File: src/hdl/bsr_params.svh
`ifndef BSR_PARAMS_SVH
`define BSR_PARAMS_SVH
// ==========================================================================
// register indices (byte address is four times the index)
`define BSR_IDX_CFG      8'h2F
`define BSR_IDX_STATUS   8'h30
`define BSR_IDX_PACE1    8'h31
`define BSR_IDX_PACE2    8'h33
`define BSR_IDX_PACE3    8'h35
`define BSR_IDX_ECG1     8'h37
`define BSR_IDX_ECG2     8'h3A
`define BSR_IDX_ECG3     8'h3D
`define BSR_IDX_LAST     8'h3F
`define BSR_IDX_REV      8'h40
`define BSR_IDX_LOOP     8'h50
`define BSR_IDX_IRQ_ST   8'h60
`define BSR_IDX_IRQ_MSK  8'h61
// ==========================================================================
// field positions and reset values
`define BSR_CFG_STS_BIT  0
`define BSR_CFG_PACE_LSB 1
`define BSR_CFG_ECG_LSB  4
`define BSR_STS_ALARM    1
`define BSR_CFG_RESET    7'h00
`define BSR_IRQ_RESET    6'h00
`define BSR_REV_DEFAULT  8'hA5
`endif

File: src/hdl/bsr_pkg.sv
package bsr_pkg;
  // ========================================================================
  // types
  typedef logic [7:0] bsr_byte_t;

  // new samples from the conversion path, one pace and one ECG strobe per channel
  typedef struct packed {
    logic [2:0]       pace_valid;
    logic [2:0][15:0] pace;
    logic [2:0]       ecg_valid;
    logic [2:0][23:0] ecg;
  } bsr_sample_s;

  // whole state of the read-back bank
  typedef struct packed {
    logic [6:0]       cfg;
    logic [5:0]       drdy;
    logic [2:0][15:0] pace;
    logic [2:0][23:0] ecg;
    logic [3:0]       ptr;
    logic [3:0]       ridx;
    logic [5:0]       irq_st;
    logic [5:0]       irq_msk;
    logic             waitrequest;
    logic [31:0]      readdata;
    logic             irq;
    logic             alarm_out_n;
  } bsr_state_s;
endpackage

File: src/hdl/bsr_readback.sv
// Functional notes
// - channel 1 pace sample: upper byte at 0x31, lower byte at 0x32
// - channel 2 pace sample: upper byte 0x33, lower byte 0x34, read-only
// - channel 3 pace sample: upper byte 0x35, lower byte 0x36, read-only
// - channel 1 ECG sample: upper, middle, lower at 0x37, 0x38, 0x39
// - channel 2 ECG sample: upper, middle, lower at 0x3A, 0x3B, 0x3C
// - channel 3 ECG sample: upper, middle, lower at 0x3D, 0x3E, 0x3F
// - fixed 8-bit revision code at 0x40, writes have no effect
// - address 0x50 returns bytes drawn from registers 0x30 to 0x3F
// - loop read-back returns only groups enabled in the select register
// - select bits: 6..4 ECG 3..1, 3..1 pace 3..1, 0 status; reset 0
// - status: bits 7..2 data ready, bit 1 alarm, bit 0 reads zero
`include "bsr_params.svh"
`timescale 1ns/1ns
`default_nettype none

module bsr_readback
  import bsr_pkg::*;
#(
  parameter bsr_byte_t REVISION = `BSR_REV_DEFAULT // arbitrary value
)(
  // clock and reset
  input  wire logic        mclk,
  input  wire logic        rstn,
  // avalon-mm slave
  input  wire logic [9:0]  address,
  input  wire logic        read,
  input  wire logic        write,
  input  wire logic [31:0] writedata,
  input  wire logic [3:0]  byteenable,
  output logic      [31:0] readdata,
  output logic             waitrequest,
  // conversion path and alarm logic
  input  wire bsr_sample_s sample,
  input  wire logic        alarm_active,
  // outputs
  output logic             alarm_out_n,
  output logic             irq
);

  // ========================================================================
  // helpers

  // first enabled byte at or after start, circular; start if none enabled
  function automatic logic [3:0] first_en(input logic [15:0] mask,
                                          input logic [3:0]  start);
    logic [3:0] r;
    logic [3:0] j;
    logic       f;
    r = start;
    f = 1'b0;
    for (int i = 0; i < 16; i++)
    begin
      j = start + i[3:0];
      if (!f && mask[j])
      begin
        r = j;
        f = 1'b1;
      end
    end
    return r;
  endfunction

  // ========================================================================
  // state and decode
  bsr_state_s q;
  bsr_state_s next_q;
  logic [7:0]      idx;
  logic            taken;
  logic            in_win;
  logic [15:0]     en;
  bsr_byte_t       img [16];
  logic [3:0]      loop_cur;
  logic [3:0]      rd_sel;
  logic            rd_hit;
  logic [5:0]      drdy_set;
  logic [5:0]      drdy_clr;

  // request accepted at the edge where waitrequest is low
  assign idx      = address[9:2];
  assign taken    = (read || write) && !q.waitrequest;
  assign in_win   = (idx >= `BSR_IDX_STATUS) && (idx <= `BSR_IDX_LAST);
  assign drdy_set = {sample.ecg_valid, sample.pace_valid};
  assign loop_cur = first_en(en, q.ptr);

  // byte image of 0x30..0x3F and its read-back enables
  assign en[0]  = q.cfg[`BSR_CFG_STS_BIT];
  assign img[0] = {q.drdy, ~q.alarm_out_n, 1'b0};
  genvar n;
  generate
    for (n = 0; n < 3; n++)
    begin : g_chan
      assign en[1 + 2*n]  = q.cfg[`BSR_CFG_PACE_LSB + n];
      assign en[2 + 2*n]  = q.cfg[`BSR_CFG_PACE_LSB + n];
      assign en[7 + 3*n]  = q.cfg[`BSR_CFG_ECG_LSB + n];
      assign en[8 + 3*n]  = q.cfg[`BSR_CFG_ECG_LSB + n];
      assign en[9 + 3*n]  = q.cfg[`BSR_CFG_ECG_LSB + n];
      // upper byte at the lower address
      assign img[1 + 2*n] = q.pace[n][15:8];
      assign img[2 + 2*n] = q.pace[n][7:0];
      assign img[7 + 3*n] = q.ecg[n][23:16];
      assign img[8 + 3*n] = q.ecg[n][15:8];
      assign img[9 + 3*n] = q.ecg[n][7:0];
      // a group's ready flag drops once its last byte is read
      assign drdy_clr[n]     = rd_hit && (rd_sel == 4'(2 + 2*n));
      assign drdy_clr[3 + n] = rd_hit && (rd_sel == 4'(9 + 3*n));
    end
  endgenerate

  // byte selected by the current read, direct or through the loop port
  always_comb
  begin
    rd_sel = idx[3:0];
    rd_hit = 1'b0;
    if (read && in_win)
    begin
      rd_hit = taken;
    end
    else if (read && idx == `BSR_IDX_LOOP)
    begin
      rd_sel = loop_cur;
      rd_hit = taken && (|en);
    end
  end

  // ========================================================================
  // next state
  always_comb
  begin
    next_q = q;
    // samples replace the held value as they arrive
    for (int c = 0; c < 3; c++)
    begin
      if (sample.pace_valid[c])
      begin
        next_q.pace[c] = sample.pace[c];
      end
      if (sample.ecg_valid[c])
      begin
        next_q.ecg[c] = sample.ecg[c];
      end
    end
    // set wins over the clear by a read in the same cycle
    next_q.drdy        = (q.drdy & ~drdy_clr) | drdy_set;
    next_q.alarm_out_n = !alarm_active;
    // one wait cycle, then the request is taken
    next_q.waitrequest = !((read || write) && q.waitrequest);
    // read data are prepared during the wait cycle
    if (read && q.waitrequest)
    begin
      next_q.readdata = 32'h0000_0000;
      next_q.ridx     = rd_sel;
      if (in_win)
      begin
        next_q.readdata[7:0] = img[idx[3:0]];
      end
      else
      begin
        unique case (idx)
          `BSR_IDX_CFG:     next_q.readdata[6:0] = q.cfg;
          `BSR_IDX_REV:     next_q.readdata[7:0] = REVISION;
          `BSR_IDX_LOOP:
          begin
            // nothing enabled: the loop port reads as zero
            if (|en)
            begin
              next_q.readdata[7:0] = img[loop_cur];
            end
          end
          `BSR_IDX_IRQ_ST:  next_q.readdata[5:0] = q.irq_st;
          `BSR_IDX_IRQ_MSK: next_q.readdata[5:0] = q.irq_msk;
          default:          next_q.readdata = 32'h0000_0000;
        endcase
      end
    end
    // loop pointer: advance after a loop read, restart on any other access
    if (taken)
    begin
      if (read && idx == `BSR_IDX_LOOP)
      begin
        if (|en)
        begin
          next_q.ptr = loop_cur + 4'h1;
        end
      end
      else
      begin
        next_q.ptr = 4'h0;
      end
    end
    // writes: only the select, interrupt status and mask registers take data
    if (taken && write && byteenable[0])
    begin
      unique case (idx)
        `BSR_IDX_CFG:     next_q.cfg = writedata[6:0];
        `BSR_IDX_IRQ_ST:  next_q.irq_st = q.irq_st & ~writedata[5:0];
        `BSR_IDX_IRQ_MSK: next_q.irq_msk = writedata[5:0];
        default:          next_q.cfg = q.cfg;
      endcase
    end
    // new data events are sticky; setting beats a clear in the same cycle
    next_q.irq_st = next_q.irq_st | drdy_set;
    next_q.irq    = |(next_q.irq_st & next_q.irq_msk);
  end

  // ========================================================================
  // state register
  always_ff @(posedge mclk or negedge rstn)
  begin
    if (!rstn)
    begin
      q             <= '0;
      q.cfg         <= `BSR_CFG_RESET;
      q.irq_st      <= `BSR_IRQ_RESET;
      q.irq_msk     <= `BSR_IRQ_RESET;
      q.waitrequest <= 1'b1;
      q.alarm_out_n <= 1'b1;
    end
    else
    begin
      q <= next_q;
    end
  end

  // outputs straight from the state register
  assign readdata    = q.readdata;
  assign waitrequest = q.waitrequest;
  assign irq         = q.irq;
  assign alarm_out_n = q.alarm_out_n;

  // ========================================================================
  // assertions
  a_pace1_upper: assert property (@(posedge mclk) disable iff (!rstn)
    (read && !waitrequest && idx == `BSR_IDX_PACE1)
      |-> readdata[7:0] == $past(q.pace[0][15:8]))
    else $error("channel 1 pace upper byte wrong");

  a_pace2_lower: assert property (@(posedge mclk) disable iff (!rstn)
    (read && !waitrequest && idx == `BSR_IDX_PACE2 + 8'h01)
      |-> readdata[7:0] == $past(q.pace[1][7:0]))
    else $error("channel 2 pace lower byte wrong");

  a_pace3_upper: assert property (@(posedge mclk) disable iff (!rstn)
    (read && !waitrequest && idx == `BSR_IDX_PACE3)
      |-> readdata[7:0] == $past(q.pace[2][15:8]))
    else $error("channel 3 pace upper byte wrong");

  a_ecg1_middle: assert property (@(posedge mclk) disable iff (!rstn)
    (read && !waitrequest && idx == `BSR_IDX_ECG1 + 8'h01)
      |-> readdata[7:0] == $past(q.ecg[0][15:8]))
    else $error("channel 1 ECG middle byte wrong");

  a_ecg2_lower: assert property (@(posedge mclk) disable iff (!rstn)
    (read && !waitrequest && idx == `BSR_IDX_ECG2 + 8'h02)
      |-> readdata[7:0] == $past(q.ecg[1][7:0]))
    else $error("channel 2 ECG lower byte wrong");

  a_ecg3_upper: assert property (@(posedge mclk) disable iff (!rstn)
    (read && !waitrequest && idx == `BSR_IDX_ECG3)
      |-> readdata[7:0] == $past(q.ecg[2][23:16]))
    else $error("channel 3 ECG upper byte wrong");

  a_pace1_lower: assert property (@(posedge mclk) disable iff (!rstn)
    (read && !waitrequest && idx == `BSR_IDX_PACE1 + 8'h01)
      |-> readdata[7:0] == $past(q.pace[0][7:0]))
    else $error("channel 1 pace lower byte wrong");

  a_pace2_upper: assert property (@(posedge mclk) disable iff (!rstn)
    (read && !waitrequest && idx == `BSR_IDX_PACE2)
      |-> readdata[7:0] == $past(q.pace[1][15:8]))
    else $error("channel 2 pace upper byte wrong");

  a_pace3_lower: assert property (@(posedge mclk) disable iff (!rstn)
    (read && !waitrequest && idx == `BSR_IDX_PACE3 + 8'h01)
      |-> readdata[7:0] == $past(q.pace[2][7:0]))
    else $error("channel 3 pace lower byte wrong");

  a_ecg1_upper: assert property (@(posedge mclk) disable iff (!rstn)
    (read && !waitrequest && idx == `BSR_IDX_ECG1)
      |-> readdata[7:0] == $past(q.ecg[0][23:16]))
    else $error("channel 1 ECG upper byte wrong");

  a_ecg1_lower: assert property (@(posedge mclk) disable iff (!rstn)
    (read && !waitrequest && idx == `BSR_IDX_ECG1 + 8'h02)
      |-> readdata[7:0] == $past(q.ecg[0][7:0]))
    else $error("channel 1 ECG lower byte wrong");

  a_ecg2_upper: assert property (@(posedge mclk) disable iff (!rstn)
    (read && !waitrequest && idx == `BSR_IDX_ECG2)
      |-> readdata[7:0] == $past(q.ecg[1][23:16]))
    else $error("channel 2 ECG upper byte wrong");

  a_ecg3_lower: assert property (@(posedge mclk) disable iff (!rstn)
    (read && !waitrequest && idx == `BSR_IDX_ECG3 + 8'h02)
      |-> readdata[7:0] == $past(q.ecg[2][7:0]))
    else $error("channel 3 ECG lower byte wrong");

  a_rev_fixed: assert property (@(posedge mclk) disable iff (!rstn)
    (read && !waitrequest && idx == `BSR_IDX_REV)
      |-> readdata == {24'h00_0000, REVISION})
    else $error("revision code wrong");

  a_loop_empty: assert property (@(posedge mclk) disable iff (!rstn)
    (read && !waitrequest && idx == `BSR_IDX_LOOP && q.cfg == 7'h00
      && $past(q.cfg) == 7'h00) |-> readdata == 32'h0000_0000)
    else $error("loop port returned data with nothing enabled");

  a_loop_enabled: assert property (@(posedge mclk) disable iff (!rstn)
    (read && !waitrequest && idx == `BSR_IDX_LOOP && (|en)
      && $stable(q.cfg)) |-> en[q.ridx])
    else $error("loop port returned a disabled register");

  a_cfg_write: assert property (@(posedge mclk) disable iff (!rstn)
    (write && !waitrequest && idx == `BSR_IDX_CFG && byteenable[0])
      |=> q.cfg == $past(writedata[6:0]))
    else $error("select register did not take the write");

  a_status_bits: assert property (@(posedge mclk) disable iff (!rstn)
    (read && !waitrequest && idx == `BSR_IDX_STATUS)
      |-> readdata[0] == 1'b0
          && readdata[`BSR_STS_ALARM] == !$past(alarm_out_n))
    else $error("status alarm or zero bit wrong");

  a_loop_step: assert property (@(posedge mclk) disable iff (!rstn)
    (read && !waitrequest && idx == `BSR_IDX_LOOP && (|en))
      |=> q.ptr == $past(q.ridx) + 4'h1)
    else $error("loop pointer did not step past the byte read");

  a_wait_one: assert property (@(posedge mclk) disable iff (!rstn)
    (read && $rose(read)) |=> !waitrequest)
    else $error("read not answered after one wait cycle");

  a_ready_set: assert property (@(posedge mclk) disable iff (!rstn)
    (drdy_set != 6'h00)
      |=> (q.drdy & $past(drdy_set)) == $past(drdy_set))
    else $error("data ready flag not set by a new sample");

  a_wait_low: assert property (@(posedge mclk) disable iff (!rstn)
    !waitrequest |=> waitrequest)
    else $error("waitrequest stayed low for more than one cycle");

endmodule // bsr_readback

`default_nettype wire

File: config.mk
export PLATFORM = sky130hd
export DESIGN_NAME = bsr_readback
export DESIGN_NICKNAME = d
export VERILOG_FILES = /design/src/hdl/bsr_pkg.sv /design/src/hdl/bsr_readback.sv
export VERILOG_INCLUDE_DIRS = /design/src /design/src/hdl
export SDC_FILE = /design/constraint.sdc
export NUM_CORES = 1
export LEC_CHECK = 0
export BUFFER_PORTS_ARGS = -buffer_cell sky130_fd_sc_hd__clkbuf_2
export CAP_MARGIN = 20
export CORE_MARGIN = 2
export CORE_UTILIZATION = 52
export DETAILED_ROUTE_END_ITERATION = 8
export PLACE_DENSITY = 0.76
export SLEW_MARGIN = 20
export SYNTH_ARGS = -nofsm -noshare
export SYNTH_HDL_FRONTEND = slang
export SYNTH_SLANG_ARGS = --single-unit
File: constraint.sdc
create_clock -name mclk -period 6.1 [get_ports mclk]
set_input_delay 0 -clock mclk [delete_from_list [all_inputs] [get_ports mclk]]
set_output_delay 0 -clock mclk [all_outputs]
set_load 0.05 [all_outputs]
### After elaboration in Yosys (flattened, before gate mapping)

Cells that the tools add are included.

* add/sub/neg operators: 16
* order comparisons: 20
* equal/unequal tests: 12
* mux-type cells: 82
* bitwise operators: 10
* reductions and logical operators: 53

Operator list (count)
* 4-bit by 5-bit less-than comparator with 1-bit output (second input constant): 16
* 4-bit 2-to-1 mux: 19
* 1-bit binary-select mux with 4-bit select: 16
* 8-bit binary-select mux with 4-bit select: 2
* 8-bit 2-to-1 mux: 6
* 1-bit 2-to-1 mux: 33
* 4-bit adder (second input constant): 8
* 8-bit by 7-bit equality test with 1-bit output (second input constant): 4
* 1-bit logical AND: 30
* 6-bit case mux with 5 select lines: 1
* 6-bit AND: 3
* 1-bit zero test: 18
* 4-bit by 3-bit adder with 4-bit output (second input constant): 4
* 4-bit equality test (second input constant): 3
* 12-bit 2-to-1 mux: 1
* 6-bit 2-to-1 mux: 2
* 6-bit NOT: 2
* 6-bit bitwise OR: 2
* 5-bit greater-or-equal comparator (second input constant): 2
* 4-bit NOT with 5-bit output: 2
* 4-bit by 1-bit adder with 4-bit output (second input constant): 2
* 4-bit by 2-bit adder with 4-bit output (second input constant): 2
* 4-bit by 3-bit equality test with 1-bit output (second input constant): 2
* 8-bit by 6-bit equality test with 1-bit output (second input constant): 1
* other kinds (10): 12

* bits in registers: 160
* word-level logic and storage cells: 208

### Depth between registers and ports, before layout

Gate-level depths: netlist of run 1.

* depth after elaboration: 55
* depth in mapped cells: 22
* mapped depth without buffers: 15

### Worst setup path after synthesis of run 1

Ideal clock, no wire load.

* path type: reg-to-reg
* start: register q[52] (netlist bit)
* end: register q (netlist bit readdata[5])
* setup time: 119 ps
* arrival: 4945 ps
* required time: 5981 ps
* slack: 1036 ps
* cell stages (with the launch flop): 20
* path buffers: 4
* clock period less this slack: 5064 ps
* cells stage by stage: dfrtp_1 > buf_6 > buf_2 > buf_1 > inv_1 > ha_1 > buf_2 > inv_2 > mux4_2 > nor2_1 > or2_2 > o211a_1 > a2111oi_2 > o21ai_1 > o211ai_4 > mux4_1 > mux2_2 > a221oi_1 > o21ai_1 > o21a_1

* longest elaborated chain between the ends: 55
* elaborated cells on any way between the ends: 114
* classes of those cells: 15 x add/sub; 68 x mux; 1 x bitwise; 30 x reduce/logical

Ends and longest elaborated chain
* start: declaration: RTL line bsr_readback.sv:66 `bsr_state_s q;`
* start signal: assignment: RTL line bsr_readback.sv:221 `q <= next_q;`
* branches (longest 47 deep; another with 4-bit by 1-bit adder with 4-bit output)
* 4-bit 2-to-1 mux *: RTL line bsr_readback.sv:55 `if (!f && mask[j])`
* 4-bit NOT with 5-bit output (implied by the code) *: RTL line bsr_readback.sv:167 `next_q.readdata[7:0] = img[loop_cur];`
* 8-bit binary-select mux with 4-bit select *: RTL line bsr_readback.sv:167
* 8-bit 2-to-1 mux (implied by the code) * (2 in a row): RTL line bsr_readback.sv:167
* 8-bit 2-to-1 mux *: RTL line bsr_readback.sv:165 `if (|en)`
* 6-bit case mux with 5 select lines *: RTL line bsr_readback.sv:159 `unique case (idx)`
* 8-bit 2-to-1 mux *: RTL line bsr_readback.sv:153 `if (in_win)`

Mark *: on every way between the ends. The select of a mux whose other input is x is not followed.
A chain may end at the register's enable or synchronous reset.

### Final worst setup path of run 1

* start: register q[51] (netlist bit)
* end: register q (netlist bit readdata[4])

The elaborated chain is that of the path after synthesis.

==> results of run 1 <==
==> tightest hold or removal path: cells and delay by family <==
kind	cells	cell delay, ns
simple gates	2	0.27
buf+inv	1	0.16
compound gates	1	0.08
==> cell families after synthesis <==
| kind of cell | Yosys count | share of synthesized area |
|---|---|---|
| AOI/OAI and AO/OA | 195 | 0.1325 |
| xor gates and xnor gates | 17 | 0.01552 |
| adders and majority gates | 8 | 0.008871 |
| buffers and inverters | 107 | 0.05488 |
| DFF | 160 | 0.3550 |
| muxes | 260 | 0.3334 |
| other | 1 | 0.0003323 |
| and+or+nand+nor | 212 | 0.09946 |
==> placed cells by master (no fill, tap or decap), types with 6 or more instances in the layout <==
cell type,synthesis,layout
sky130_fd_sc_hd__mux4_2,66,66
sky130_fd_sc_hd__nor3_1,17,17
sky130_fd_sc_hd__dlygate4sd3_1,0,131
sky130_fd_sc_hd__and2_1,7,7
sky130_fd_sc_hd__mux2_2,151,151
sky130_fd_sc_hd__or2_2,7,7
sky130_fd_sc_hd__nor2_1,43,43
sky130_fd_sc_hd__a31oi_1,7,7
sky130_fd_sc_hd__buf_4,34,17
sky130_fd_sc_hd__nand2_1,51,51
sky130_fd_sc_hd__nand2b_1,12,12
sky130_fd_sc_hd__inv_1,13,13
sky130_fd_sc_hd__a221o_1,6,6
sky130_fd_sc_hd__o21ai_0,24,24
sky130_fd_sc_hd__xnor2_1,10,10
sky130_fd_sc_hd__a21o_1,17,17
sky130_fd_sc_hd__ha_1,8,8
sky130_fd_sc_hd__a211oi_1,11,11
sky130_fd_sc_hd__clkbuf_2,0,156
sky130_fd_sc_hd__nor2b_1,8,8
sky130_fd_sc_hd__clkbuf_16,0,17
sky130_fd_sc_hd__a21oi_1,29,29
sky130_fd_sc_hd__a221oi_1,7,7
sky130_fd_sc_hd__o211ai_1,13,13
sky130_fd_sc_hd__a22oi_1,9,9
sky130_fd_sc_hd__dfrtp_1,158,158
sky130_fd_sc_hd__mux2i_1,32,32
sky130_fd_sc_hd__nand3_1,20,20
sky130_fd_sc_hd__conb_1,1,24
sky130_fd_sc_hd__mux4_1,8,8
==> stage by stage <==
step	area (µm²)	hold slack [ns]	setup WS [ns]	util
after global placement	12100	0.1126	0.7013	0.5718
after CTS	14000	0.09547	0.6272	0.6620
after floorplan	11370	-0.2956	1.036	-
after global routing	14010	0.1454	0.2956	0.6625
final	14010	0.1227	0.5617	0.6625
after detailed placement	12100	0.1115	0.6714	0.5718
==> state kept, by name (all words and copies together) (netlist names) <==
signal / count
q: 16
en: 7
waitrequest: 1
alarm_out_n: 1
irq: 1
readdata: 8
img: 126
==> worst max-delay path by stage <==
stage | endpoint | slack, ns | cells past startpoint
finish | readdata[4]$_DFFE_PN0P_ | 0.56 | 15
global route | readdata[4]$_DFFE_PN0P_ | 0.30 | 15
CTS | readdata[3]$_DFFE_PN0P_ | 0.63 | 15
detailed placement | readdata[4]$_DFFE_PN0P_ | 0.67 | 15
global placement | readdata[2]$_DFFE_PN0P_ | 0.70 | 15
floorplan | readdata[5]$_DFFE_PN0P_ | 1.04 | 19
==> final cells by class <==
type	count	area (µm²)
antenna	2	5.005
inverter	16	60.06
tap	275	344.1
sequential	160	4006
fill	1522	7139
clock buffer	20	456.7
clock inverter	12	140.1
multi-input combinational	716	6751
timing repair buffer	306	2251
==> where the power goes <==
part,internal [mW],switching [mW],total [mW]
clock network,0.602,0.495,1.10
registers,1.15,0.0873,1.24
logic,0.359,0.361,0.720
total,2.12,0.943,3.06
==> per-layer routing <==
metal | routed length (µm) | part of all wire
met4 | 1679 | 0.046
met2 | 18190 | 0.50
met5 | 0 | 0
met3 | 2997 | 0.082
met1 | 13560 | 0.37
==> metrics list, run 1 <==
* Result of the run: completed
* Gate family responsible for the most delay along the worst path: compound AO/OA/AOI/OAI gates
- Static timing analysis puts the maximum clock frequency at 0.1806 GHz.
* Site Rows: 53
- Measured along the y axis, the die boundary spans 151.3 µm.
* Post-synthesis register bit count: 160
- After layout, the design draws a total of 3.058 mW.
- Hold repair after CTS inserted 131 buffers.
- Setup crit end kind: register
- I/O Buffers: 157
* 1st-pass router iterations: 5
- Number of different library cells in the post-synthesis netlist: 93
- Grt total ovfl: 0
* Post-synthesis instance total: 960
* Non-Filler Instances: 1507
- The worst register-to-register path begins at q[51]$_DFFE_PN0P_.
- In this run the worst path has a maximum fanout of 18.
* Synth async-reset ratio: 1.000
- Cell type with the highest aggregate area in the netlist: sky130_fd_sc_hd__dfrtp_1
* Core Region: 0.02115 mm²
* Proportion of layout cells with a drive suffix above 1: 0.3789
- After detailed routing, the number of vias per cell comes to 6.433.
- For the pin with the worst max-slew slack, the measured transition is 0.9140 ns.
* Vias in the first global route: 9803
- Entering global routing, the biggest net connects 90 pins.
- Summed over all failing endpoints, the final setup total negative slack is 0 ns.
* Clock latency at the later pin of the worst-skew pair: 0.45 ns
* Most used DFF post-synth: sky130_fd_sc_hd__dfrtp_1
* Portion of synthesized cell area occupied by the leading cell type: 0.3504
- For this run, the register share of the synthesized area comes to 0.3550.
* Post-layout nets: 1402
- Number of sinks driven by the clock tree: 160
- In the post-synthesis netlist, the biggest area contributors are sky130_fd_sc_hd__dfrtp_1 (35%), sky130_fd_sc_hd__mux2_2 (15%), sky130_fd_sc_hd__mux4_2 (13%), sky130_fd_sc_hd__mux2i_1 (2.8%), sky130_fd_sc_hd__buf_4 (2.3%).
- Normalized max-slew margin: 0.3907
- The number of hold-slack violations in the final timing report came to 0.
* Final period utilization: 0.9079
- Yosys synthesis warning count: 0
* Crit start category: register
- The signal on the critical path passes through clkinv_1, ha_1, nand2b_1, mux2_2, o211a_1, or2_2, o211a_1, a2111oi_2, o21ai_1, o211ai_4, buf_4, mux4_1, nor2b_1, a21oi_1, a31oi_1.
- The die is 151.3 µm wide.
* Met3 track demand over resource in global routing: 0.06747
* Final GP Congestion: 0.9262
- For this configuration, the core starts out at a cell density of 0.5334.
- CTS tree: done
- For met1 alone, demand over resource in global routing was 0.4132.
- A synthesized cell averages 11.75 µm².
- Crit. Startpoint: q[51]$_DFFE_PN0P_
* Fin Clk Skew: 0.01694 ns
- In this run the clock root is driven by a sky130_fd_sc_hd__clkbuf_16.
* Drt total wl: 36.42 mm
- Leakage power figure: 5.848 nW
- Setup repair after global routing left no endpoint under its margin.
* Number of instances in the placed design: 1342
- From synthesis to final layout, the design area changed by 24.19%.
- HPWL after detailed placement: 23.15 mm
* Worst Setup Path Type: register to register
* Setup slack on the worst flop-to-flop path: 0.56 ns
- 212 I/O pins were placed.
* Via total after detailed routing: 9694
- Max capacitance violation total: 0
- After detailed routing, the average wire length per cell comes to 24.17 µm.
- The first routing iteration left 896 violations.
* Maximum clock insertion buffer count: 2
- Across the VDD grid, the largest voltage drop is 238.3 µV.
* Top post-synthesis cells by count: sky130_fd_sc_hd__dfrtp_1 (158), sky130_fd_sc_hd__mux2_2 (151), sky130_fd_sc_hd__mux4_2 (66)
- The floorplan step defined a die boundary enclosing 0.02289 mm².
- Number of buffers created by CTS: 17
- The clock tree synthesis step divided the H-tree into 4 levels.
- Across every metal layer, demand over resource in global routing totals 0.3300.
- The startpoint identified for the worst hold timing path is read.
- The number of setup buffers added after CTS is 0.
* Ratio of total power to cell area: 218.2 mW/mm²
* Hold EP: q[53]$_DFFE_PN0P_
- For the worst flop-to-flop path, the logic depth is 15.
- The path class of the tightest hold or removal check is input port to register.
- Register clock-pin slew on the reported worst setup and hold paths: 0.07 ns
* Max Slew Vio Count: 0
- The mapped netlist covers 0.01128 mm².
* Number of antenna violations at the first check in global routing: 2
- The first global-routing pass estimated 56.47 mm of wire.
- The layer flagged by global routing as most heavily used is met2.
- Most frequent cell after synthesis: sky130_fd_sc_hd__dfrtp_1
- In the routed design, unresolved DRC markers number 0.
- Count of nets left with antenna violations after detail routing: 0
* Worst R2R End: readdata[4]$_DFFE_PN0P_
- Data arrival time of the critical path: 5.86 ns
* Number of cells on the worst hold path: 4
- The slowest stage of the critical path is the sky130_fd_sc_hd__ha_1 cell.
* Final worst path period need: 5.538 ns
* Post_cts resized: 0
* Highest cell delay on the worst timing path: 0.81 ns
- The number of buffers and inverters on the critical path is 2.
* Required time of the worst setup path: 6.42 ns
- Number of endpoints failing setup at the final stage: 0
- In this design, the critical path's most frequently occurring cell is sky130_fd_sc_hd__o211a_1.
* Routing usage on met2: 0.5538
- Number of enable flip-flop cells after synthesis: 0
Note: power is estimated with default switching activity, not from simulation.
==> run 2, diff against run 1 <==
CTS_BUF_LIST = sky130_fd_sc_hd__clkbuf_4 sky130_fd_sc_hd__clkbuf_8   (was not set)
==> run 2 against run 1 <==
Effect of this change:
- first-iteration DRC count shrank 3.8%
- register-to-register slack lost 0.04 ns
- largest power group unchanged
- hold slack lost 0.041 ns
- core utilization fell by 0.89 points
- critical path type unchanged
==> metrics list, run 2 (synthesis gave the netlist of run 1 again) <==
- The violation count after the first detailed-routing iteration came to 862 (-3.8%).
- The clock net sink count came to 160 (unchanged).
- Grt total ovfl: 0 (unchanged)
* Setup slack on the worst flop-to-flop path: 0.52 ns (-0.04 ns)
* Number of cells on the worst hold path: 4 (unchanged)
- The die extent in x came to 151.3 µm (unchanged).
- The fraction of final layout cells sized beyond drive strength 1 was 0.3797 (+0.0008130).
- The placed wire-length estimate after detailed placement came to 23.15 mm (unchanged).
* Top layer in use: met4
- Average wire length per cell after detail routing: 23.75 µm (-1.7%)
* Number of instances in the placed design: 1342 (unchanged)
- The number of hold-slack violations in the final timing report was 0 (unchanged).
- The clock insertion delay at the later pin of the skew report came to 0.48 ns (+0.03 ns).
* Leakage power figure: 5.764 nW (-1.4%)
- Met3 WL post-DR: 2.941 mm (-1.9%)
- 1st-pass router iterations: 5 (unchanged)
- Routed via count divided by cell count: 6.427 (about the same)
- The maximum vdd ir drop is 184.4 µV (-23%).
* Setup crit end kind: register
* Vias in the first global route: 9867 (+0.65%)
- Maximum clock insertion buffer count: 2 (unchanged)
- Area grow syn2layout: 22.53%
- The weighted congestion reported at the end of routability-driven placement is 0.9262 (unchanged).
* Top-level port count: 212 (unchanged)
* Number of endpoints failing setup at the final stage: 0 (unchanged)
- Normalized max-slew margin: 0.3639 (-0.02671)
- Gate family responsible for the most delay along the worst path: compound AO/OA/AOI/OAI gates
* Largest net degree at the start of global routing: 90 (unchanged)
- Setup repair after global routing missed its margin: no
- Finished Core Util: 0.6536 (-0.008872)
* Most frequent cells in the layout: sky130_fd_sc_hd__dfrtp_1 (158), sky130_fd_sc_hd__clkbuf_2 (156), sky130_fd_sc_hd__mux2_2 (151)
* Actual transition at the worst max-transition pin: 0.9460 ns (+0.03199 ns)
- The tightest min-delay check is of the input port to register type.
* CTS tree: done
* Number of setup buffers added after CTS: 0 (unchanged)
* Sum of buffers and inverters on the critical path: 1 (-1)
- Final period utilization: 0.9144 (+0.006514)
- The CTS buffer count was 17 (unchanged).
- STA classifies the critical path startpoint as a register.
- The maximum level of the CTS H-tree came to 4 (unchanged).
- The critical path required time is 6.46 ns (+0.04 ns).
- Data arrival time of the critical path: 5.94 ns (+0.08 ns)
* Register clock-pin slew on the reported worst setup and hold paths: 0.10 ns (+0.03 ns)
- Worst path slowest cell: sky130_fd_sc_hd__ha_1
- Site Rows: 53 (unchanged)
- For hold timing, the worst endpoint is q[53]$_DFFE_PN0P_.
- The filler cell count was 1538 (+1.1%).
- Non-Filler Instances: 1507 (unchanged)
* Number of antenna violations at the first check in global routing: 2 (unchanged)
- The library cell used most frequently in the layout, excluding fill and tap cells, is sky130_fd_sc_hd__dfrtp_1.
- Result of the run: completed
* Total global routing track utilization: 0.3249 (-0.005084)
- The critical path goes through clkinv_1, ha_1, nand2b_1, mux2_2, o211a_1, or2_2, o211a_1, a2111oi_2, o21ai_1, o211ai_4, mux4_1, mux2_2, a221oi_1, o21ai_1, o21a_1.
- Worst Setup Path Type: register to register
- The DRC violation count after routing is 0 (unchanged).
* Crit path max fanout: 13 (-5)
- Startpoint of the most critical register-to-register path: q[51]$_DFFE_PN0P_
- The power per cell area was 200.9 mW/mm² (-8.0%).
* Root buf cell: sky130_fd_sc_hd__clkbuf_8
- Max capacitance violation total: 0 (unchanged)
- In this run the most critical hold path is launched from read.
- I/O Buffers: 157 (unchanged)
- Fin Clk Skew: 0.01896 ns (+0.002022 ns)
- Floorplan die height: 151.3 µm (unchanged)
* Via total after detailed routing: 9685 (-0.093%)
- The detailed route wirelength on metal2 came to 17.66 mm (-2.9%).
- Count of nets left with antenna violations after detail routing: 0 (unchanged)
* Final worst path period need: 5.578 ns (+0.03974 ns)
* Length of routed wiring on met1: 13.44 mm (-0.85%)
- Number of logic stages on the critical path including buffering: 15 (unchanged)
- Highest clock rate: 0.1793 GHz (-0.71%)
* Global-route wire length before repair: 55.95 mm (-0.93%)
- The endpoint identified for the worst register-to-register timing path is readdata[2]$_DFFE_PN0P_.
- The total negative slack came to 0 ns (unchanged).
* Starting density of the core: 0.5334 (unchanged)
* Post-layout nets: 1402 (unchanged)
- The core area is 0.02115 mm² (unchanged).
- Total power: 2.777 mW (-9.2%)
* Max Slew Vio Count: 0 (unchanged)
- Worst R2R Path Depth: 15 (unchanged)
* Drt total wl: 35.80 mm (-1.7%)
- The flip-flop count of the largest register after layout was 126 (unchanged).
- The total die area came to 0.02289 mm² (unchanged).
- The longest individual stage delay on the worst path came to 0.81 ns (about the same).
[run 2: cell counts in the layout (fill, tap and decap cells not counted)]
No cell type changed its count.
[run 2: routing by layer]
| layer | track usage | vias up |
|---|---|---|
| li1 | - | 4196 |
| met1 | 0.4068 | 4823 |
| met2 | 0.5344 | 531 |
| met3 | 0.06777 | 135 |
| met4 | 0.1659 | 0 |
| met5 | 0 | - |
[run 2: report_power, final]
group          switching [mW]  leakage (nW)  internal, mW
Clock                   0.455         0.207         0.367
Sequential             0.0845          1.88          1.15
Combinational           0.359          3.68         0.359
Total                   0.898          5.76          1.88
[run 2: cell type report]
cell class	count	area (µm²)	share of cell area
Sequential cell	160	4006	0.2897
Timing Repair Buffer	306	2251	0.1628
Inverter	16	60.06	0.004344
Clock inverter	12	140.1	0.01013
Multi-Input combinational cell	716	6751	0.4883
Clock buffer	20	269.0	0.01946
Tap cell	275	344.1	0.02488
Antenna cell	2	5.005	0.0003620
[run 2: worst min-delay path, delay by kind of cell]
| kind | cells | cell delay [ns] |
|---|---|---|
| simple gates | 2 | 0.28 |
| buf+inv | 1 | 0.16 |
| compound gates | 1 | 0.07 |
[run 2: metrics by stage]
stage / hold slack [ns] / setup slack (ns) / cell area, µm²
after floorplan: -0.2956 / 1.036 / 11370
after global placement: 0.1126 / 0.7013 / 12100
after detailed placement: 0.1115 / 0.6714 / 12100
after CTS: 0.04397 / 0.6185 / 13820
after global routing: 0.09758 / 0.2314 / 13830
final: 0.08156 / 0.5219 / 13830
[run 2: what timing repair did]
| item | 4_1_cts | 5_1_grt |
|---|---|---|
| endpoints found under the hold margin | 230 | 0 |
| resized for setup | 0 | 0 |
| hold buffers | 131 | 0 |
[run 2: worst max path at each step]
stage / from / to / slack [ns]
floorplan: q[52]$_DFFE_PN0P_ / readdata[5]$_DFFE_PN0P_ / 1.04
global placement: q[51]$_DFFE_PN0P_ / readdata[2]$_DFFE_PN0P_ / 0.70
detailed placement: q[51]$_DFFE_PN0P_ / readdata[4]$_DFFE_PN0P_ / 0.67
CTS: q[51]$_DFFE_PN0P_ / readdata[2]$_DFFE_PN0P_ / 0.62
global route: q[51]$_DFFE_PN0P_ / readdata[5]$_DFFE_PN0P_ / 0.23
finish: q[51]$_DFFE_PN0P_ / readdata[2]$_DFFE_PN0P_ / 0.52
